$ cat src/design/imd_pkg.sv
// What this block does
// - Provide 256 bytes of internal RAM at data addresses 0x00 to 0xFF.
// - Lower 128 RAM bytes are reachable by direct and by indirect access.
// - Bytes 0x00 to 0x1F form four banks of eight working registers.
// - Exactly one bank is active, chosen by status word bits 3 and 4.
// - Indirect accesses take their address from register 0 or 1.
// - Bytes 0x20 to 0x2F are reachable as bytes or as 128 bits.
// - Bit address below 0x80 maps to byte 0x20 plus address/8, bit address%8.
// - Bit or byte access is chosen by operand kind, not by address.
// - Upper 128 RAM bytes are indirect only, separate from special registers.
// - Direct accesses to 0x80 to 0xFF go to special register space.
// - Indirect accesses above 0x7F go to upper RAM.
// - Stack pointer marks last used location; stack may lie anywhere.
// - Push writes at pointer plus one, then increments the pointer.
// - Every reset loads the stack pointer with 0x07.
// - The stack pointer sits at special register address 0x81.
// - Stack may grow to 256 bytes over the full 8-bit pointer range.
// - Special registers at x0 or x8 are bit and byte accessible.
package imd_pkg;
  localparam int RAM_BYTES = 256;
  localparam int UPPER_BIT = 7;
  localparam int BANK_LO_BIT = 3;
  localparam int BANK_HI_BIT = 4;
  localparam logic [7:0] BIT_AREA_BASE = 8'h20;
  localparam logic [7:0] SP_ADDR = 8'h81;
  localparam logic [7:0] PSW_ADDR = 8'hd0;
  localparam logic [7:0] SP_RESET = 8'h07;
  localparam logic [7:0] PSW_RESET = 8'h00;
  localparam logic [7:0] STACK_STEP = 8'h01;

  // Operand kinds issued by the execution logic
  typedef enum logic [2:0] {
    K_DIRECT,
    K_INDIRECT,
    K_REG,
    K_BIT,
    K_PUSH,
    K_POP
  } imd_kind_t;
endpackage

$ cat src/design/imd_decoder.sv
`timescale 1ns/1ps
module imd_decoder (
  input wire logic ref_clk,
  input wire logic rst,
  input wire logic req_valid,
  output logic req_ready,
  input wire imd_pkg::imd_kind_t req_kind,
  input wire logic req_write,
  input wire logic [7:0] req_addr,
  input wire logic [2:0] req_reg,
  input wire logic req_ri,
  input wire logic [7:0] req_wdata,
  input wire logic req_wbit,
  output logic rsp_valid,
  output logic [7:0] rsp_rdata,
  output logic rsp_bit,
  output logic sfr_req,
  output logic sfr_write,
  output logic [7:0] sfr_addr,
  output logic [7:0] sfr_wdata,
  input wire logic [7:0] sfr_rdata,
  output logic [7:0] stack_pointer,
  output logic [7:0] program_status_word
);
  import imd_pkg::*;

  typedef enum logic [1:0] {S_IDLE, S_EXT_RD, S_EXT_WB} imd_state_t;

  logic [7:0] ram_q [RAM_BYTES];
  logic [7:0] sp_q;
  logic [7:0] psw_q;
  imd_state_t state_q;
  logic ready_q;
  logic rsp_valid_q;
  logic [7:0] rsp_rdata_q;
  logic rsp_bit_q;
  logic sfr_req_q;
  logic sfr_write_q;
  logic [7:0] sfr_addr_q;
  logic [7:0] sfr_wdata_q;
  logic [2:0] bitpos_q;
  logic wbit_q;
  logic bitwr_q;

  logic take;
  logic [1:0] bank;
  logic [7:0] ri_addr;
  logic [7:0] ind_addr;
  logic [7:0] push_addr;
  logic [7:0] pop_addr;
  logic [7:0] ea;
  logic [2:0] bitpos;
  logic to_sfr;
  logic is_sp;
  logic is_psw;
  logic ext;
  logic [7:0] rd_byte;
  logic [7:0] mod_byte;
  logic [7:0] wr_byte;
  logic do_wr;
  logic [7:0] ext_mod;

  function automatic logic [7:0] put_bit(input logic [7:0] b,
                                         input logic [2:0] pos,
                                         input logic v);
    logic [7:0] r;
    r = b;
    r[pos] = v;
    return r;
  endfunction

  //////////////////////////////////////////////////////////////////////////
  // Address decode

  assign take = req_valid && ready_q;
  assign bank = psw_q[BANK_HI_BIT:BANK_LO_BIT];
  assign ri_addr = {3'b000, bank, 2'b00, req_ri};
  assign ind_addr = ram_q[ri_addr];
  assign push_addr = sp_q + STACK_STEP;
  assign pop_addr = sp_q;

  // Kind picks the width; for direct and bit kinds, address bit 7 also picks the space
  always_comb begin
    ea = req_addr;
    to_sfr = 1'b0;
    bitpos = req_addr[2:0];
    case (req_kind)
      K_DIRECT: begin
        ea = req_addr;
        to_sfr = req_addr[UPPER_BIT];
      end
      K_INDIRECT: begin
        ea = ind_addr;
        to_sfr = 1'b0;
      end
      K_REG: begin
        ea = {3'b000, bank, req_reg};
      end
      K_BIT: begin
        if (req_addr[UPPER_BIT]) begin
          ea = {req_addr[7:3], 3'b000};
          to_sfr = 1'b1;
        end else begin
          ea = BIT_AREA_BASE + {4'h0, req_addr[6:3]};
        end
      end
      K_PUSH: begin
        ea = push_addr;
      end
      K_POP: begin
        ea = pop_addr;
      end
      default: begin
        ea = req_addr;
      end
    endcase
  end

  assign is_sp = to_sfr && (ea == SP_ADDR);
  assign is_psw = to_sfr && (ea == PSW_ADDR);
  assign ext = to_sfr && !is_sp && !is_psw;
  assign rd_byte = is_sp ? sp_q : (is_psw ? psw_q : ram_q[ea]);
  assign mod_byte = put_bit(rd_byte, bitpos, req_wbit);
  assign wr_byte = (req_kind == K_BIT) ? mod_byte : req_wdata;
  assign do_wr = take && !ext && (req_kind == K_PUSH ||
                 (req_write && req_kind != K_POP));
  assign ext_mod = put_bit(sfr_rdata, bitpos_q, wbit_q);

  //////////////////////////////////////////////////////////////////////////
  // Storage

  // Data array has no reset; its contents are undefined until written
  always_ff @(posedge ref_clk) begin
    if (do_wr && !to_sfr) begin
      ram_q[ea] <= wr_byte;
    end
  end

  always_ff @(posedge ref_clk) begin
    if (rst) begin
      sp_q <= SP_RESET;
    end else if (take && req_kind == K_PUSH) begin
      sp_q <= push_addr;
    end else if (take && req_kind == K_POP) begin
      sp_q <= sp_q - STACK_STEP;
    end else if (do_wr && is_sp) begin
      sp_q <= wr_byte;
    end
  end

  always_ff @(posedge ref_clk) begin
    if (rst) begin
      psw_q <= PSW_RESET;
    end else if (do_wr && is_psw) begin
      psw_q <= wr_byte;
    end
  end

  //////////////////////////////////////////////////////////////////////////
  // Outer special register bus; bit writes need a read, then a write

  always_ff @(posedge ref_clk) begin
    if (rst) begin
      state_q <= S_IDLE;
      ready_q <= 1'b1;
      sfr_req_q <= 1'b0;
      sfr_write_q <= 1'b0;
      sfr_addr_q <= 8'h00;
      sfr_wdata_q <= 8'h00;
      bitpos_q <= 3'h0;
      wbit_q <= 1'b0;
      bitwr_q <= 1'b0;
    end else begin
      sfr_req_q <= 1'b0;
      sfr_write_q <= 1'b0;
      case (state_q)
        S_IDLE: begin
          if (take && ext) begin
            state_q <= S_EXT_RD;
            ready_q <= 1'b0;
            sfr_req_q <= 1'b1;
            sfr_write_q <= req_write && req_kind != K_BIT;
            sfr_addr_q <= ea;
            sfr_wdata_q <= req_wdata;
            bitpos_q <= bitpos;
            wbit_q <= req_wbit;
            bitwr_q <= req_write && req_kind == K_BIT;
          end
        end
        S_EXT_RD: begin
          if (bitwr_q) begin
            state_q <= S_EXT_WB;
            sfr_req_q <= 1'b1;
            sfr_write_q <= 1'b1;
            sfr_wdata_q <= ext_mod;
          end else begin
            state_q <= S_IDLE;
            ready_q <= 1'b1;
          end
        end
        S_EXT_WB: begin
          state_q <= S_IDLE;
          ready_q <= 1'b1;
        end
        default: begin
          state_q <= S_IDLE;
          ready_q <= 1'b1;
        end
      endcase
    end
  end

  //////////////////////////////////////////////////////////////////////////
  // Response

  always_ff @(posedge ref_clk) begin
    if (rst) begin
      rsp_valid_q <= 1'b0;
      rsp_rdata_q <= 8'h00;
      rsp_bit_q <= 1'b0;
    end else begin
      rsp_valid_q <= 1'b0;
      if (state_q == S_IDLE && take && !ext) begin
        rsp_valid_q <= 1'b1;
        rsp_rdata_q <= rd_byte;
        rsp_bit_q <= rd_byte[bitpos];
      end else if (state_q == S_EXT_RD) begin
        rsp_valid_q <= !bitwr_q;
        rsp_rdata_q <= sfr_rdata;
        rsp_bit_q <= sfr_rdata[bitpos_q];
      end else if (state_q == S_EXT_WB) begin
        rsp_valid_q <= 1'b1;
      end
    end
  end

  assign req_ready = ready_q;
  assign rsp_valid = rsp_valid_q;
  assign rsp_rdata = rsp_rdata_q;
  assign rsp_bit = rsp_bit_q;
  assign sfr_req = sfr_req_q;
  assign sfr_write = sfr_write_q;
  assign sfr_addr = sfr_addr_q;
  assign sfr_wdata = sfr_wdata_q;
  assign stack_pointer = sp_q;
  assign program_status_word = psw_q;
endmodule

$ cat config.mk
export PLATFORM = sky130hd
export DESIGN_NAME = imd_decoder
export DESIGN_NICKNAME = d
export VERILOG_FILES = /design/src/design/imd_pkg.sv /design/src/design/imd_decoder.sv
export SDC_FILE = /design/constraint.sdc
export NUM_CORES = 2
export LEC_CHECK = 0
export BUFFER_PORTS_ARGS = -buffer_cell sky130_fd_sc_hd__buf_2
export CAP_MARGIN = 20
export CORE_MARGIN = 5
export CORE_UTILIZATION = 30
export CTS_CLUSTER_DIAMETER = 50
export DETAILED_ROUTE_END_ITERATION = 16
export PLACE_DENSITY_LB_ADDON = 0.15
export SYNTH_ARGS = -nofsm -noshare
export SYNTH_HDL_FRONTEND = slang
export SYNTH_SLANG_ARGS = --single-unit
$ cat constraint.sdc
create_clock -name ref_clk -period 32.7 [get_ports ref_clk]
set_clock_uncertainty 0.05 [all_clocks]
set_input_delay 6.54 -clock ref_clk [delete_from_list [all_inputs] [get_ports ref_clk]]
set_output_delay 6.54 -clock ref_clk [all_outputs]
set_load 0.01 [all_outputs]
# After elaboration in Yosys (flattened, before gate mapping)
# Memories as Yosys holds them, arrays and structs flattened.
# Index checks and enable logic that the tools add are counted.
[totals]
reg_bits = 52
latch_bits = 0
mem_bits_rw = 2048
rom_bits = 0
inputBits = 36
output_inout_bits = 45
mem_count = 1
[classes]
add_sub_neg = 3
mul = 0
div_mod_pow = 0
order_cmp = 4
eq_ne = 14
shifts = 0
n_mux = 43
n_bitwise = 0
n_reduce_logical = 34
[mem_list]
columns = ["memory", "depth", "width", "rd", "rd_clocked_by_memory_dff", "write_ports", "line", "rtl"]
rows = [
  ["ram_q", 256, 8, 2, 0, 1, "imd_decoder.sv:29", "logic [7:0] ram_q [RAM_BYTES];"],
]
[op_table]
columns = ["operator", "count"]
rows = [
  ["$mux 8", 11],
  ["$pmux 8 s5", 1],
  ["$logic_and 1x1->1", 20],
  ["$mux 1", 17],
  ["$bwmux 8", 2],
  ["$eq 8x8->1 const B", 2],
  ["$pmux 8 s2", 1],
  ["$add 8x1->8 const B", 1],
  ["$lt 3x4->1 const B", 2],
  ["$pmux 1 s2", 4],
  ["$sub 8x1->8 const B", 1],
  ["$add 6x4->7 const A", 1],
  ["$bmux 1 s3", 2],
  ["$demux 1 s3", 2],
  ["$eq 3x2->1 const B", 2],
  ["$eq 3x3->1 const B", 2],
  ["$ge 3x1->1 const B", 2],
  ["$ne 2x2->1 const B", 3],
  ["$logic_not 1->1", 5],
  ["$mux 2", 2],
  ["$pmux 2 s2", 1],
  ["$reduce_and 2->1", 2],
  ["$reduce_bool 2->1", 2],
  ["$eq 3x1->1 const B", 1],
  ["other kinds (9)", 9],
]

# Longest topological paths before layout
[logic_depth]
depth_word = 15
ltp_mapped = 20

# Worst setup path after synthesis
# OpenSTA, ideal clock, no wires.
[synth_path]
path_type = "in2reg"
startpoint = "input req_ri"
endpoint = "memory ram_q[0][2] (data pin)"
setup_time_ns = 1.388
arrival_time_ns = 15.443
required_time_ns = 31.262
setup_slack_ns = 15.818
path_stages = 14
n_path_buf = 2
cell_sequence = "buf_2 -> mux4_2 -> mux2i_1 -> nor2_1 -> a221oi_2 -> nand4_2 -> or4_1 -> clkbuf_1 -> nand2_1 -> nand4b_1 -> o31a_1 -> nor4_2 -> o31a_1 -> nor2_1"
[synth_between]
elab_chain_cells = 8
elab_cells_between_ends = 10
classes_between = "eq/ne (2); mux (5); reduce/logical (2); memory (1)"
[synth_lines]
columns = ["item", "line", "rtl"]
rows = [
  ["start: declaration", "imd_decoder.sv:11", "input wire logic req_ri,"],
  ["$mem_v2 256x8", "n/a", ""],
  ["$pmux 8 s5 (*)", "imd_decoder.sv:87", "case (req_kind)"],
  ["parallel branches: the longest is 3 deep, another holds $mem_v2 256x8", "n/a", ""],
  ["$mux 8 (*)", "imd_decoder.sv:122", "assign rd_byte = is_sp ? sp_q : (is_psw ? psw_q : ram_q[ea]);"],
  ["$bwmux 8 (*)", "imd_decoder.sv:68", "r[pos] = v;"],
  ["$mux 8 (*)", "imd_decoder.sv:124", "assign wr_byte = (req_kind == K_BIT) ? mod_byte : req_wdata;"],
  ["net wr_byte[2]", "imd_decoder.sv:59", "logic [7:0] wr_byte;"],
  ["end: declaration", "imd_decoder.sv:29", ""],
]
# Mark *: on every way through the listed nets, which the timed path passes.

# Worst setup path after layout
[layout_path]
startpoint = "input req_kind[0]"
endpoint = "memory ram_q[33][6] (data pin)"
[layout_between]
elab_chain_cells = 8
elab_cells_between_ends = 17
classes_between = "eq/ne (7); mux (6); reduce/logical (3); memory (1)"
[layout_lines]
columns = ["item", "line", "rtl"]
rows = [
  ["start: declaration", "imd_decoder.sv:7", "input wire imd_pkg::imd_kind_t req_kind,"],
  ["parallel branches: the longest is 7 deep, another holds $mem_v2 256x8", "n/a", ""],
  ["$mux 8 (*)", "imd_decoder.sv:124", ""],
  ["net wr_byte[6]", "imd_decoder.sv:59", ""],
]
# Marks and branches as above.

==> impl_metrics.tcl <==
set metrics [dict create \
    cts_made_buffers 269 \
    die_area_mm2 0.2982 \
    r2r_cells 20 \
    total_switching_power_mw 1.848 \
    swShare_pct 27.24 \
    status "completed" \
    clock_path_buffers 4 \
    synth_nets 6232 \
    synth_area_leaders "edfxtp_1 (71%), nand2_1 (4.5%), mux2i_1 (4.5%)" \
    num_io_pins 81 \
    power_frac_clock_pct 43.3 \
    synth_top_area_share_pct 71.34 \
    setup_tns_ps 0 \
    pwr-share-comb_pct 12.4 \
    start_kind "primary input" \
    cts_sinks 2100 \
    worst_pin_slew_ps 1293 \
    grt_max_degree 181 \
    dpl.hpwl_mm 214.3 \
    finalCritPeriodShare_pct 46.94 \
    ys_warn_count 0 \
    initial_utilization_pct 30.17 \
    ys_ff_latch 2100 \
    hold_buffers 0 \
    p_per_area_mw_per_mm2 67.69 \
    fin_crit_ps 15350 \
    yosysMostFrequentCell "edfxtp_1" \
    intPower_mw 4.935 \
    grt_pass1_wl_mm 478.2 \
    ant_nets 0 \
    netlist_instances 6194 \
    wirelength_mm 353.2 \
    seqPwrFrac_pct 44.3 \
    grt_pass1_vias 54980 \
    synth_seq_area_share_pct 72.55 \
    reg2reg_from "stack_pointer[1]" \
    critPathArrivalTime_ps 15760 \
    via_per_inst 5.646 \
    crit_type "primary input to flip-flop" \
    r2r-end "ram_q[33][6]" \
    drv_slew 0 \
    place.gp.congestion 0.8524 \
    fp.coreArea_mm2 0.2857 \
    rrSetupSlack_ps 22490 \
    drc 0 \
    final_nets 6376 \
    yosys.area.top_type "edfxtp_1" \
    dpl.cell_count 9821 \
    placed_area_mm2 0.09149 \
    hp-start "sfr_addr[7]" \
    wire_per_inst_um 34.30 \
    fin_area_mm2 0.1002 \
    cts_setup_buffers 0 \
    hold_depth 2 \
    fmax_mhz 65.15 \
    htree_levels 5 \
    dp_slack_ps 16790 \
    cts_resized 0 \
    slew_headroom_pct 13.82 \
    hold_class "flip-flop to flip-flop" \
    async_reset_ff_share_pct 0 \
    finalSetupViolations 0 \
    min_delay_worst_endpoint "sfr_addr[7]" \
    drt-initial-drc-count 7193 \
    final_cell_count_no_fill 10300 \
    ir_worst_vdd_mv 0.03619 \
    cts_root_buf "clkbuf_16" \
    antenna_found_initial 27 \
    synth_common_cells "edfxtp_1 (2048), nand2_1 (1043), mux2i_1 (391), nor2_1 (369), nand3_1 (325)" \
    crit_fanout 153 \
    syn_avg_cell_area_um2 13.92 \
    die-width_um 546.1 \
    maxCapViolCount 0 \
    cts_tree "yes" \
    num_rows 196 \
    vias 58150 \
    p_leak_nw 33.04 \
    insertion_delay_ps 880 \
    finalCoreUtilization_pct 35.08 \
    drive_gt1_share_pct 12.84 \
    first_pass_iters 6 \
    port_buffers 80 \
    hold_viol 0 \
    required_ps 33120 \
    netlist_area_mm2 0.08621 \
    synthFlopType "edfxtp_1" \
    crit_path_end_kind "flip-flop" \
    track_usage_pct 22.76 \
    area_growth_pct 16.25 \
    clk_pin_slew_worst_paths_ps 50 \
    synth_edf_count 2048 \
    fp.dieH_um 546.1 \
    nFillCells 27390 \
    final.setup.worst_slack_ps 17350 \
    grt_overflow 0 \
    rsz0062_at_grt "no" \
    synth.distinct_cells 100 \
]
## layer usage
metal / global-route usage, % / part of all wire [%]
met1: 31.53 / 42
met2: 35.46 / 45
met3: 4.559 / 8.5
met4: 8.263 / 3.9
met5: 0 / 0.0034
## power groups by stage
stage	Combinational [mW]	Clock, mW	Sequential [mW]
2_1_floorplan	0.417	0	3.08
3_3_place_gp	0.825	0	3.06
3_5_place_dp	0.830	0	3.06
4_1_cts	0.832	2.98	3.00
5_1_grt	0.866	3.09	3.00
6_report	0.843	2.94	3.00
## cell type report
type / instances / area, um^2 / area share, %
Timing Repair Buffer: 325 / 2506 / 2.501
Clock inverter: 146 / 1607 / 1.603
Sequential cell: 2100 / 62540 / 62.41
Antenna cell: 10 / 25.02 / 0.02497
Inverter: 13 / 63.81 / 0.06367
Tap cell: 3762 / 4707 / 4.697
Clock buffer: 315 / 7010 / 6.995
Multi-Input combinational cell: 3629 / 21760 / 21.71
## worst max-delay path, cell delays in order
cell and delay [ps]:
buf_2 260, or3b_1 580, a21oi_1 230, nand4_1 150
buf_4 320, nand2_8 560, buf_4 690, buf_4 670
buf_4 670, buf_4 760, a211oi_1 180, a311oi_1 290
a31oi_1 80, o2111ai_1 560, or4_1 230, a311oi_1 300
nor3_1 380, o31ai_1 220, inv_8 700, buf_4 960
## state kept, by name, summed over array words and instances, names as in the netlist
| name | count |
|---|---|
| ram_q | 2048 |
| program_status_word | 8 |
| rsp_rdata | 8 |
| sfr_addr | 8 |
| sfr_wdata | 8 |
| stack_pointer | 8 |
| bitpos_q | 3 |
| state_q | 2 |
| bitwr_q | 1 |
| req_ready | 1 |
| rsp_bit | 1 |
| rsp_valid | 1 |
| sfr_req | 1 |
| sfr_write | 1 |
| wbit_q | 1 |
## how the worst max path moves through the flow
stage | slack, ps | from | end
3_5_place_dp | 16790 | req_kind[0] | ram_q[61][6]
3_3_place_gp | 16180 | req_kind[0] | ram_q[48][5]
6_report | 17350 | req_kind[0] | ram_q[33][6]
5_1_grt | 17110 | req_kind[0] | ram_q[200][7]
2_1_floorplan | 15820 | req_ri | ram_q[0][2]
4_1_cts | 17690 | req_kind[0] | ram_q[33][6]
## logic make-up after synthesis
group	after synthesis	synth area share, %
compound gates	1136	9.219
xor+xnor	5	0.05080
fa+ha+maj	2	0.02902
buf+inv	465	2.682
flops	2100	72.55
mux	407	4.788
simple gates	2079	10.68
## metrics by stage
stage          hold WS, ps  power [mW]
6_report             414.8       6.783
5_1_grt              451.7       6.958
4_1_cts              423.3       6.811
3_5_place_dp         410.0       3.888
3_3_place_gp         402.5       3.883
2_1_floorplan        404.2       3.493
## placed cells by master, fill, tap and decap left out, drive strengths merged, types with 16 or more instances in the layout
master,netlist,routed
nand3,327,327
nand4,45,45
dfxtp,52,52
clkinv,0,82
nand2,1049,1049
o41ai,21,21
a32oi,81,81
a31oi,100,100
a21oi,250,250
clkinvlp,0,16
a22oi,41,41
bufinv,0,26
edfxtp,2048,2048
clkbuf,162,316
nor4,23,23
buf,290,324
o21ai,94,94
o22ai,113,113
a221oi,38,38
nor3,35,35
and3,147,147
mux2i,391,391
a211oi,174,174
inv,13,35
a2111oi,20,20
a311oi,78,78
nor2,377,377
Power figures use the tool's default switching activity.
